--- config.mk ---
export PLATFORM = sky130hd
export DESIGN_NAME = giq_input_qualifier
export DESIGN_NICKNAME = d
export VERILOG_FILES = /design/src/rtl/giq_pkg.sv /design/src/rtl/giq_samp_if.sv /design/src/rtl/giq_input_qualifier.sv /design/src/rtl/giq_group_sampler.sv
export VERILOG_INCLUDE_DIRS = /design/src /design/src/rtl
export SDC_FILE = /design/constraint.sdc
export NUM_CORES = 1
export LEC_CHECK = 0
export BUFFER_PORTS_ARGS = -buffer_cell sky130_fd_sc_hd__buf_2
export CORE_MARGIN = 3
export CORE_UTILIZATION = 30
export CTS_CLUSTER_DIAMETER = 200
export CTS_CLUSTER_SIZE = 20
export DETAILED_ROUTE_END_ITERATION = 8
export GPL_TIMING_DRIVEN = 0
export SYNTH_ARGS = -nofsm -noshare
export SYNTH_HDL_FRONTEND = slang
export SYNTH_SLANG_ARGS = --single-unit
--- constraint.sdc ---
create_clock -name mclk -period 6 [get_ports mclk]
set_input_delay 0.6 -clock mclk [delete_from_list [all_inputs] [get_ports mclk]]
set_output_delay 0.6 -clock mclk [all_outputs]
set_load 0.1 [all_outputs]
--- src/rtl/giq_consts.svh ---
// Operation
// RULE1: Mode 00 synchronises only; reset default.
// RULE2: Modes 01, 10 synchronise then qualify.
// RULE3: Mode 01 three samples, 10 six samples.
// RULE4: Mode 11 passes pin unsynchronised.
// RULE5: One sampling period per eight pins.
// RULE6: Output changes only when samples agree.
// RULE7: Period 0 every cycle, else 2n cycles.
// RULE8: Three-sample window spans two periods.
// RULE9: Six-sample window spans five periods.
// RULE10: Unrouted peripheral input takes default level.
// RULE11: Data address: write latch, read pins. Code reads periph_ff, so unrouted pins read their default level.
`ifndef GIQ_CONSTS_SVH
`define GIQ_CONSTS_SVH

// Geometry
`define GIQ_NUM_PINS 32
`define GIQ_GROUP_SIZE 8
`define GIQ_NUM_GROUPS 4
`define GIQ_PERIOD_W 8
`define GIQ_HIST_W 6

// Register byte offsets
`define GIQ_OFF_QSEL_LO 8'h00
`define GIQ_OFF_QSEL_HI 8'h04
`define GIQ_OFF_CTRL 8'h08
`define GIQ_OFF_DATA 8'h0C
`define GIQ_OFF_ROUTE 8'h10
`define GIQ_OFF_DFLT 8'h14

// Reset values
`define GIQ_RST_QSEL 32'h0000_0000
`define GIQ_RST_CTRL 32'h0000_0000
`define GIQ_RST_DATA 32'h0000_0000
`define GIQ_RST_ROUTE 32'hFFFF_FFFF
`define GIQ_RST_DFLT 32'h0000_0000

// Field layout
`define GIQ_QSEL_W 2
`define GIQ_WIN3_W 3
`define GIQ_WIN6_W 6

// AHB codes
`define GIQ_HSIZE_WORD 3'h2
`define GIQ_HRESP_OKAY 1'h0

`endif

--- src/rtl/giq_pkg.sv ---
package giq_pkg;

    // Per-pin input treatment
    typedef enum logic [1:0] {
        GIQ_SYNC = 2'h0,
        GIQ_QUAL3 = 2'h1,
        GIQ_QUAL6 = 2'h2,
        GIQ_ASYNC = 2'h3
    } giq_qmode_type;

endpackage : giq_pkg

--- src/rtl/giq_samp_if.sv ---
`timescale 1ns/1ps
`default_nettype none

// Period setting out to a group sampler, sample strobe back
interface giq_samp_if;
    logic [7:0] period;
    logic tick;
    modport ctl (output period, input tick);
    modport smp (input period, output tick);
endinterface : giq_samp_if

`default_nettype wire

--- src/rtl/giq_input_qualifier.sv ---
`timescale 1ns/1ps
`default_nettype none
`include "giq_consts.svh"

module giq_input_qualifier (
    input wire logic mclk,
    input wire logic srst,
    input wire logic clkEn,
    input wire logic hsel,
    input wire logic [31:0] haddr,
    input wire logic [1:0] htrans,
    input wire logic hwrite,
    input wire logic [2:0] hsize,
    input wire logic [31:0] hwdata,
    input wire logic hready,
    output logic [31:0] hrdata,
    output logic hreadyout,
    output logic hresp,
    input wire logic [31:0] pinIn,
    output logic [31:0] pinOutLatch,
    output logic [31:0] periphIn
);
    // True when all bits of the used window agree
    function automatic logic windowAgrees(input logic [5:0] win, input logic six);
        logic [5:0] used;
        used = six ? win : {3'b000, win[2:0]};
        if (six) begin
            windowAgrees = (used == 6'h00) || (used == 6'h3F);
        end else begin
            windowAgrees = (used[2:0] == 3'h0) || (used[2:0] == 3'h7);
        end
    endfunction : windowAgrees

    // Word-aligned register hit
    function automatic logic regHit(input logic [7:0] addr, input logic [7:0] off);
        regHit = (addr[7:2] == off[7:2]);
    endfunction : regHit

    // Register file
    logic [31:0] qselLo_ff;
    logic [31:0] qselHi_ff;
    logic [31:0] periodCtl_ff;
    logic [31:0] outLatch_ff;
    logic [31:0] routeEn_ff;
    logic [31:0] dfltLvl_ff;

    // Bus pipeline
    logic wrPend_ff;
    logic [7:0] wrAddr_ff;
    logic [31:0] hrdata_ff;
    logic hreadyout_ff;
    logic hresp_ff;

    // Pin path
    logic [31:0] sync1_ff;
    logic [31:0] sync2_ff;
    logic [31:0][5:0] hist_ff;
    logic [31:0] qual_ff;
    logic [31:0] periph_ff;
    logic [3:0] grpTick;

    // Address phase decode
    wire accept = hsel && htrans[1] && hready;
    wire [7:0] aAddr = haddr[7:0];
    wire wordSize = (hsize == `GIQ_HSIZE_WORD);
    wire nxt_wrPend = accept && hwrite && wordSize;
    wire rdAccept = accept && !hwrite;

    // Data phase write strobes
    wire wrQselLo = wrPend_ff && regHit(wrAddr_ff, `GIQ_OFF_QSEL_LO);
    wire wrQselHi = wrPend_ff && regHit(wrAddr_ff, `GIQ_OFF_QSEL_HI);
    wire wrCtrl = wrPend_ff && regHit(wrAddr_ff, `GIQ_OFF_CTRL);
    wire wrData = wrPend_ff && regHit(wrAddr_ff, `GIQ_OFF_DATA); // see RULE11
    wire wrRoute = wrPend_ff && regHit(wrAddr_ff, `GIQ_OFF_ROUTE);
    wire wrDflt = wrPend_ff && regHit(wrAddr_ff, `GIQ_OFF_DFLT);
    // Registers sit in the low 32 bytes only
    wire hiZero = (aAddr[7:5] == 3'h0);

    // Address phase register hits, at most one true
    wire rdHitQselLo = hiZero && regHit(aAddr, `GIQ_OFF_QSEL_LO);
    wire rdHitQselHi = hiZero && regHit(aAddr, `GIQ_OFF_QSEL_HI);
    wire rdHitCtrl = hiZero && regHit(aAddr, `GIQ_OFF_CTRL);
    wire rdHitData = hiZero && regHit(aAddr, `GIQ_OFF_DATA); // see RULE11
    wire rdHitRoute = hiZero && regHit(aAddr, `GIQ_OFF_ROUTE);
    wire rdHitDflt = hiZero && regHit(aAddr, `GIQ_OFF_DFLT);

    // Read mux, unmapped reads zero; data address shows the peripheral input levels, default level for unrouted pins
    wire [31:0] nxt_hrdata =
        ({32{rdHitQselLo}} & qselLo_ff) |
        ({32{rdHitQselHi}} & qselHi_ff) |
        ({32{rdHitCtrl}} & periodCtl_ff) |
        ({32{rdHitData}} & periph_ff) | // see RULE11
        ({32{rdHitRoute}} & routeEn_ff) |
        ({32{rdHitDflt}} & dfltLvl_ff);

    // Write request carried into the data phase
    always_ff @(posedge mclk) begin
        if (srst) begin
            wrPend_ff <= 1'b0;
            wrAddr_ff <= 8'h00;
        end else if (clkEn) begin
            wrPend_ff <= nxt_wrPend && hiZero;
            wrAddr_ff <= aAddr;
        end
    end

    // Read data loaded in the address phase, held until the next read
    always_ff @(posedge mclk) begin
        if (srst) begin
            hrdata_ff <= 32'h0000_0000;
        end else if (clkEn && rdAccept) begin
            hrdata_ff <= nxt_hrdata;
        end
    end

    // Zero wait states once out of reset
    always_ff @(posedge mclk) begin
        if (srst) begin
            hreadyout_ff <= 1'b0;
        end else if (clkEn) begin
            hreadyout_ff <= 1'b1;
        end
    end

    // Response register, every transfer answers OKAY
    always_ff @(posedge mclk) begin
        if (srst) begin
            hresp_ff <= `GIQ_HRESP_OKAY;
        end else if (clkEn) begin
            hresp_ff <= `GIQ_HRESP_OKAY;
        end
    end

    // Mode select, pins 0 to 15
    always_ff @(posedge mclk) begin
        if (srst) begin
            qselLo_ff <= `GIQ_RST_QSEL; // see RULE1
        end else if (clkEn && wrQselLo) begin
            qselLo_ff <= hwdata;
        end
    end

    // Mode select, pins 16 to 31
    always_ff @(posedge mclk) begin
        if (srst) begin
            qselHi_ff <= `GIQ_RST_QSEL; // see RULE1
        end else if (clkEn && wrQselHi) begin
            qselHi_ff <= hwdata;
        end
    end

    // Sampling period bytes, one per group
    always_ff @(posedge mclk) begin
        if (srst) begin
            periodCtl_ff <= `GIQ_RST_CTRL;
        end else if (clkEn && wrCtrl) begin
            periodCtl_ff <= hwdata;
        end
    end

    // Output latch behind the data address
    always_ff @(posedge mclk) begin
        if (srst) begin
            outLatch_ff <= `GIQ_RST_DATA;
        end else if (clkEn && wrData) begin
            outLatch_ff <= hwdata; // see RULE11
        end
    end

    // Route enable per pin
    always_ff @(posedge mclk) begin
        if (srst) begin
            routeEn_ff <= `GIQ_RST_ROUTE;
        end else if (clkEn && wrRoute) begin
            routeEn_ff <= hwdata;
        end
    end

    // Default level per unrouted input
    always_ff @(posedge mclk) begin
        if (srst) begin
            dfltLvl_ff <= `GIQ_RST_DFLT;
        end else if (clkEn && wrDflt) begin
            dfltLvl_ff <= hwdata;
        end
    end

    // One sampler per group of eight pins
    genvar g;
    generate
        for (g = 0; g < `GIQ_NUM_GROUPS; g++) begin : gen_grp
            giq_samp_if sIf ();
            // Period byte g serves pins 8g to 8g+7
            wire [7:0] grpPeriod = periodCtl_ff[g * `GIQ_PERIOD_W +: `GIQ_PERIOD_W];
            assign sIf.period = grpPeriod; // see RULE5
            // Strobe generator for this group
            giq_group_sampler u_samp (
                .mclk(mclk),
                .srst(srst),
                .clkEn(clkEn),
                .port(sIf.smp)
            );
            assign grpTick[g] = sIf.tick;
        end
    endgenerate

    // First synchroniser stage; only the mode 11 bypass also reads the raw pins
    always_ff @(posedge mclk) begin
        if (srst) begin
            sync1_ff <= 32'h0000_0000;
        end else if (clkEn) begin
            sync1_ff <= pinIn;
        end
    end

    // Second synchroniser stage, the only reader of the first
    always_ff @(posedge mclk) begin
        if (srst) begin
            sync2_ff <= 32'h0000_0000;
        end else if (clkEn) begin
            sync2_ff <= sync1_ff; // see RULE1
        end
    end

    // Per-pin mode, history and qualified level
    logic [63:0] qselAll;
    assign qselAll = {qselHi_ff, qselLo_ff};

    genvar i;
    generate
        for (i = 0; i < `GIQ_NUM_PINS; i++) begin : gen_pin
            // Per-pin working signals
            giq_pkg::giq_qmode_type pinMode;
            logic pinTick;
            logic agree;
            logic nxt_qual;
            logic nxt_periph;
            logic [5:0] nxt_hist;
            logic isAsync;
            logic rawLvl;

            // Mode and strobe for this pin
            assign pinMode = giq_pkg::giq_qmode_type'(qselAll[i * `GIQ_QSEL_W +: `GIQ_QSEL_W]);
            assign pinTick = grpTick[i / `GIQ_GROUP_SIZE]; // see RULE5
            // Sample the synchronised level, never the raw pin
            assign nxt_hist = pinTick ? {hist_ff[i][4:0], sync2_ff[i]} : hist_ff[i]; // see RULE2
            // Three samples span two periods, six span five
            assign agree = windowAgrees(hist_ff[i], pinMode == giq_pkg::GIQ_QUAL6); // see RULE3 RULE8 RULE9

            // Next qualified level by mode
            always_comb begin
                unique case (pinMode)
                    giq_pkg::GIQ_SYNC: nxt_qual = sync2_ff[i]; // see RULE1
                    giq_pkg::GIQ_QUAL3: nxt_qual = agree ? hist_ff[i][0] : qual_ff[i]; // see RULE6
                    giq_pkg::GIQ_QUAL6: nxt_qual = agree ? hist_ff[i][0] : qual_ff[i]; // see RULE6
                    giq_pkg::GIQ_ASYNC: nxt_qual = sync2_ff[i];
                endcase
            end

            // Unrouted inputs take their default level
            assign nxt_periph = routeEn_ff[i] ? nxt_qual : dfltLvl_ff[i]; // see RULE10

            // Sample history, newest at bit 0
            always_ff @(posedge mclk) begin
                if (srst) begin
                    hist_ff[i] <= 6'h00;
                end else if (clkEn) begin
                    hist_ff[i] <= nxt_hist;
                end
            end

            // Qualified level, held in modes 01 and 10 until a window agrees
            always_ff @(posedge mclk) begin
                if (srst) begin
                    qual_ff[i] <= 1'b0;
                end else if (clkEn) begin
                    qual_ff[i] <= nxt_qual; // see RULE6
                end
            end

            // Level handed to the peripheral
            always_ff @(posedge mclk) begin
                if (srst) begin
                    periph_ff[i] <= 1'b0;
                end else if (clkEn) begin
                    periph_ff[i] <= nxt_periph;
                end
            end

            // Unsynchronised mode bypasses every flop
            assign isAsync = (pinMode == giq_pkg::GIQ_ASYNC);
            assign rawLvl = routeEn_ff[i] ? pinIn[i] : dfltLvl_ff[i]; // see RULE10
            assign periphIn[i] = isAsync ? rawLvl : periph_ff[i]; // see RULE4
        end
    endgenerate

    // Bus and latch outputs
    assign hrdata = hrdata_ff;
    assign hreadyout = hreadyout_ff;
    assign hresp = hresp_ff;
    assign pinOutLatch = outLatch_ff;
endmodule : giq_input_qualifier

`default_nettype wire

--- src/rtl/giq_group_sampler.sv ---
`timescale 1ns/1ps
`default_nettype none
`include "giq_consts.svh"

module giq_group_sampler (
    input wire logic mclk,
    input wire logic srst,
    input wire logic clkEn,
    giq_samp_if.smp port
);
    logic [8:0] cnt_ff;
    logic tick_ff;

    // Last count of a 2n-cycle period
    wire [8:0] lastCnt = 9'({port.period, 1'b0} - 9'h001);
    wire periodZero = (port.period == 8'h00);
    wire wrap = periodZero || (cnt_ff >= lastCnt); // see RULE7

    // Sample strobe every cycle or every 2n cycles
    always_ff @(posedge mclk) begin
        if (srst) begin
            cnt_ff <= 9'h000;
            tick_ff <= 1'b0;
        end else if (clkEn) begin
            cnt_ff <= wrap ? 9'h000 : 9'(cnt_ff + 9'h001); // see RULE7
            tick_ff <= wrap;
        end
    end

    assign port.tick = tick_ff;
endmodule : giq_group_sampler

`default_nettype wire

==> results of run 1 <==
-- report_power, final --
part	switching (W)	internal [W]	leakage, nW
Clock	0.00137	0.00105	0.440
Combinational	0.000524	0.000145	7.12
Sequential	0.0000475	0.00398	4.79
Total	0.00194	0.00518	12.4
-- cells by family after synthesis --
logic type | count (synthesis) | synth area share
AND/OR/NAND/NOR | 1188 | 0.192
AO/OA/AOI/OAI | 663 | 0.145
flip-flops | 592 | 0.438
multiplexers | 321 | 0.121
buffers and inverters | 242 | 0.0362
adder cells (fa/ha/maj) | 108 | 0.0500
XOR/XNOR | 51 | 0.0165
other | 1 | 0.000139
-- per-stage QoR --
step           setup WS [ns]  area [sq um]  hold slack (ns)
2_1_floorplan           3.26         27000            0.442
3_5_place_dp            2.68         29400            0.460
6_report                3.07         30300            0.277
3_3_place_gp            2.77         29400            0.443
4_1_cts                 3.05         30200            0.250
5_1_grt                 2.89         30200            0.288
-- worst max path at each step --
stage / from / end / slack [ns]
2_1_floorplan: pinIn[0] / periphIn[0] / 3.26
3_3_place_gp: clkEn / wrPend_ff / 2.77
3_5_place_dp: clkEn / wrPend_ff / 2.68
4_1_cts: qselLo_ff[31] / periphIn[15] / 3.05
5_1_grt: periodCtl_ff[27] / gen_grp[3].u_samp.cnt_ff[6] / 2.89
6_report: qselHi_ff[1] / periphIn[16] / 3.07
-- worst min-delay path: stages --
cell and delay (ns):
buf_2 0.09, mux2i_1 0.06, nor2_1 0.07
-- synth_stat cells (all sizes together), types with 35 or more instances --
cell / count
buf: 52
o21ai: 108
xor2: 35
or3: 35
nand3: 76
dfxtp: 592
ha: 108
mux2i: 265
clkbuf: 146
nor2: 386
nand2: 496
a211oi: 77
a21oi: 351
mux2: 56
nand4b: 35
nand2b: 35
nor3: 75
inv: 44
-- cell type report --
cell class | count | area share
multi-input cells | 2332 | 0.469
inverters | 44 | 0.00546
plain buffers | 198 | 0.0269
repair buffers | 173 | 0.0286
well taps | 1165 | 0.0482
diodes | 3 | 0.000248
flip-flops and latches | 592 | 0.392
clock buffers | 35 | 0.0289
clock inverters | 2 | 0.000579
-- registers in the layout (all words and copies together) (netlist names) --
register	flops
hist_ff	192
gen_grp.u_samp.cnt_ff	36
dfltLvl_ff	32
hrdata	32
periodCtl_ff	32
periph_ff	32
pinOutLatch	32
qselHi_ff	32
qselLo_ff	32
qual_ff	32
routeEn_ff	32
sync1_ff	32
sync2_ff	32
wrAddr_ff	6
gen_grp.u_samp.port.tick	4
hreadyout	1
wrPend_ff	1
-- layer usage --
metal	vias to the layer above	track usage	routed length [microns]
met4	4	0.0754	3890
met3	189	0.0333	7260
met1	11600	0.273	43500
li1	11500	-	-
met2	880	0.321	43700
met5	-	0	26
==> metrics.txt, run 1 <==
peak supply drop 0.159 mV; pwr dens 235 mW/mm^2; Reg-to-Reg End gen_grp[3].u_samp.cnt_ff[6]; register area 0.0119 sq mm; Post-route DRC 0; GRT overflow 0; Synth Flop Type dfxtp_1; outcome finished clean; worst hold path depth 3; Final Non-Filler Cells 4,544; slowest library cell on the worst path dfxtp_1; CP required 5.40 ns; critical path cell sequence ha_1 > nor2_1 > a21oi_1 > buf_2; Final ANT Viol Nets 0; flops & latches, synth 592; FP Rows 109; area taken by multi-input logic gates 0.0142 sq mm; Starting Density 0.304; Hold Path Class in2reg; post-cts resize count 0; Synth Area per Inst 8.54 sq um; vias per cell 5.31; vias 24,100; reg-to-reg startpoint periodCtl_ff[26]; share of the synthesized area in the top cell type 0.438; GR Util All Layers 0.201; Area growth syn-to-layout 11.9%; Period Utilization, post-route 0.488; CTS HTree Levels 2; DIE AREA 0.0937 sq mm; first-pass GRT wire length 143,000 microns; nets 3,591; CP peak stage delay 0.55 ns; commonest cells after routing, fill and taps aside 592 x dfxtp_1, 496 x nand2_1, 384 x nor2_1; CTS Root Cell clkbuf_16; vias in the first global route 22,100; max_slew headroom 0.0844; total stage count of the critical path 4; Max Fclk 342 MHz; top cell type by total area after synthesis dfxtp_1; Setup crit end kind output port; number of max-cap violations 0; layout filler cell count 9,317; initial antenna violation count 10; hold wc startpoint pinIn[6]; ys async rst share 0; Power, Total 0.00712 W; main area contributors after synthesis dfxtp_1 44%, mux2i_1 9.8%, nand2_1 6.9%, a21oi_1 6.5%, nor2_1 5.3%; clock skew 0.0203 ns; Post-CTS Setup Inserts 0; DR WL/cell 21.7 microns; Top Ports 205; Fin. Hold Viols 0; Worst Max-Slew Pin Slew 1.34 ns; wirelength, routed 98,400 microns; die width 306 microns; DP HPWL 74,800 microns; largest net degree at the start of global routing 21; commonest non-fill, non-tap cell in the layout dfxtp_1; RSZ-0062 raised after global routing no; core area 0.0889 sq mm; post-layout min period 2.93 ns; critical path data arrival time 2.33 ns; CTS buffer count 35; Post-synth EDFFs 0; R2R Setup Slk 3.21 ns; I/O Buffers 173; First-pass DRT Iterations 6; die height 306 microns; share of post-route cells with drive strength above 1 0.0933; Clock Pin Slew Worst Setup and Hold Paths 0.09 ns; TritonCTS clock tree built; hold path endpoint sync1_ff[6]; CP delay by family, top flip-flops; clk buf depth 3; Finish-stage setup viols 0; Sink Count 592; Clock Latency Late Sink 0.59 ns; Setup TNS Final 0 ns; Synth Cell Area 0.0270 sq mm; RD Place Congestion 0.968; fin. max-slew vios 0; YS warnings 0; fin util 0.340; Post-CTS Hold Buffers 0; top fanout value on the critical path 4; R2R cell count 7; Net Count, Synth 3,381; Crit path buffers/inverters 1; Synth Instances 3,166; Yosys cell types 52; Crit Path Class reg2out; DR iter-0 viols 2,055; LEAKAGE 12.4 nW; Placed Cells 4,504; Seq/Total Area, Yosys 0.438; Startpoint Class flip-flop
Note: power is estimated with default switching activity, not from simulation.
==> run 2, diff against run 1 <==
Settings changed: ABC_AREA from default to 1.
Clock period 6 ns to 3 ns, I/O delays scaled along.
==> run 2 against run 1 <==
Die area grew 2.5%. Utilization rose by 0.41 points. Cell area up 3.4%. Sequential share of layout area decreased by 1.3 points. Critical path depth did not move. Sequential power grew 110%. Worst setup slack worse by 2.8 ns. Clock power grew 110%. Total power is 120% higher. Synthesized cell count up 25%. Highest routed layer unchanged.
==> metrics.txt, run 2 <==
Post-synth EDFFs 0; hold wc startpoint pinIn[25]; WHS 0.00653 ns; initial antenna violation count 5; Max Fclk 370 MHz; RD Place Congestion 0.974; Clock Pin Slew Worst Setup and Hold Paths 0.10 ns; wirelength, routed 107,000 microns; critical path data arrival time 2.40 ns; Fin. Hold Viols 0; CP required 2.70 ns; design area 0.0313 sq mm; Setup TNS Final 0 ns; Final ANT Viol Nets 0; die height 310 microns; CTS Root Cell clkbuf_16; fin. max-slew vios 0; synth cell count leaders 691 x nor2_1, 592 x dfxtp_1, 583 x nand2_1; core area 0.0908 sq mm; main area contributors after synthesis dfxtp_1 43%, o21ai_0 10%, nor2_1 9.4%, nand2_1 7.9%, a21oi_1 6.9%; Starting Density 0.305; Top reg by flops hist_ff; Synth Area per Inst 7.00 sq um; DIE AREA 0.0961 sq mm; LEAKAGE 13.6 nW; pwr dens 494 mW/mm^2; Top Ports 205; vias per cell 5.11; Period Utilization, post-route 0.901; Startpoint Class flip-flop; Post-CTS Hold Buffers 27; share of post-route cells with drive strength above 1 0.0665; Final Non-Filler Cells 5,378; CP startpoint qselHi_ff[3]; top cell type by total area after synthesis dfxtp_1; YS warnings 0; Post-CTS Setup Inserts 0; flops & latches, synth 592; largest net degree at the start of global routing 21; Yosys cell types 33; Post-route DRC 0; layout filler cell count 9,812; Synth Flop Type dfxtp_1; Synth Cell Area 0.0277 sq mm; vias 27,500; TritonCTS clock tree built; commonest non-fill, non-tap cell in the layout nor2_1; die width 310 microns; CTS buffer count 35; vias in the first global route 25,000; clk buf depth 3; reg-to-reg startpoint periodCtl_ff[0]; Post-Place Cell Area 0.0301 sq mm; Setup crit end kind output port; I/O Buffers 176; DR WL/cell 19.9 microns; FP Rows 110; Placed Cells 5,309; max_slew headroom 0.122; first-pass GRT wire length 158,000 microns; Finish-stage setup viols 0; Synth Instances 3,957; count leader, synth nor2_1; DP HPWL 82,400 microns; share of the synthesized area in the top cell type 0.428; nets 4,412; top fanout value on the critical path 3; Crit Path Class reg2out; number of max-cap violations 0; Area growth syn-to-layout 12.9%; DR iter-0 viols 2,972; First-pass DRT Iterations 6; peak supply drop 0.363 mV; Net Count, Synth 4,172; clock skew 0.0305 ns; outcome finished clean; commonest cells after routing, fill and taps aside 691 x nor2_1, 592 x dfxtp_1, 583 x nand2_1; Hold Path Class in2reg; Seq/Total Area, Yosys 0.428; max FFs per register 192; RSZ-0062 raised after global routing no; biggest regs hist_ff (192), gen_grp.u_samp.cnt_ff (36); Worst Max-Slew Pin Slew 1.32 ns; GRT overflow 0; ys async rst share 0; GR Util All Layers 0.217; post-cts resize count 0; Sink Count 592; Clock Latency Late Sink 0.61 ns; post-layout min period 2.70 ns; CTS HTree Levels 2
## run 2: cell types whose count changed after synthesis, moves of 56 or more
cell      change
a211oi_1     -77
nor2_1      +307
inv_1       +367
mux2_2       -56
o21ai_0     +450
nand2_1      +87
nand3_1      +58
mux2i_1     -261
## run 2: worst paths after layout
check / to / slack, ns / cells after the start
worst min register to register: gen_grp[3].u_samp.port.tick / 0.47 / 2
worst min-delay path: sync1_ff[25] / 0.007 / 3
worst max register to register: gen_grp[0].u_samp.cnt_ff[1] / 0.56 / 11
worst max-delay path: periphIn[17] / 0.30 / 4
## run 2: critical path, cell delays in order, from the launching register on
cell	delay (ns)
dfxtp_1	0.50
ha_1	0.24
nor2_1	0.04
a31oi_1	0.47
buf_2	0.54
## run 2: where the power goes
group          internal [W]  switching, W
clock network       0.00221       0.00280
registers           0.00818      0.000248
logic              0.000542       0.00148
total                0.0109       0.00453
## run 2: cell type report
class	instances	area, sq um	area share
clock buffers	37	926	0.0296
plain buffers	198	788	0.0252
inverters	420	1580	0.0504
diodes	4	10.0	0.000320
repair buffers	203	1150	0.0368
well taps	1176	1470	0.0470
multi-input cells	2747	13500	0.431
clock inverters	1	8.76	0.000280
flip-flops and latches	592	11900	0.379
## run 2: cell families after synthesis
group,Yosys count,share of synthesized area
adders and majority gates,108,0.0488
DFF,592,0.428
muxes,4,0.00144
AOI/OAI and AO/OA,1049,0.196
other,1,0.000135
buffers and inverters,618,0.0853
xor gates and xnor gates,52,0.0164
and+or+nand+nor,1533,0.224
## run 2: per-stage QoR
step                      setup slack (ns)  utilization  total power (W)
after CTS                            0.422        0.344           0.0155
after global placement               0.337        0.331           0.0105
final                                0.297        0.344           0.0155
after floorplan                      0.101            -          0.00984
after detailed placement             0.316        0.331           0.0106
after global routing                 0.263        0.344           0.0160
## run 2: metal layers
layer  vias to the layer above  share of wire  track usage
met4                         2          0.044       0.0878
met5                         -       0.000084            0
met2                      1171           0.42        0.332
met3                       200          0.096       0.0464
met1                     12700           0.44        0.298
li1                      13300              -            -
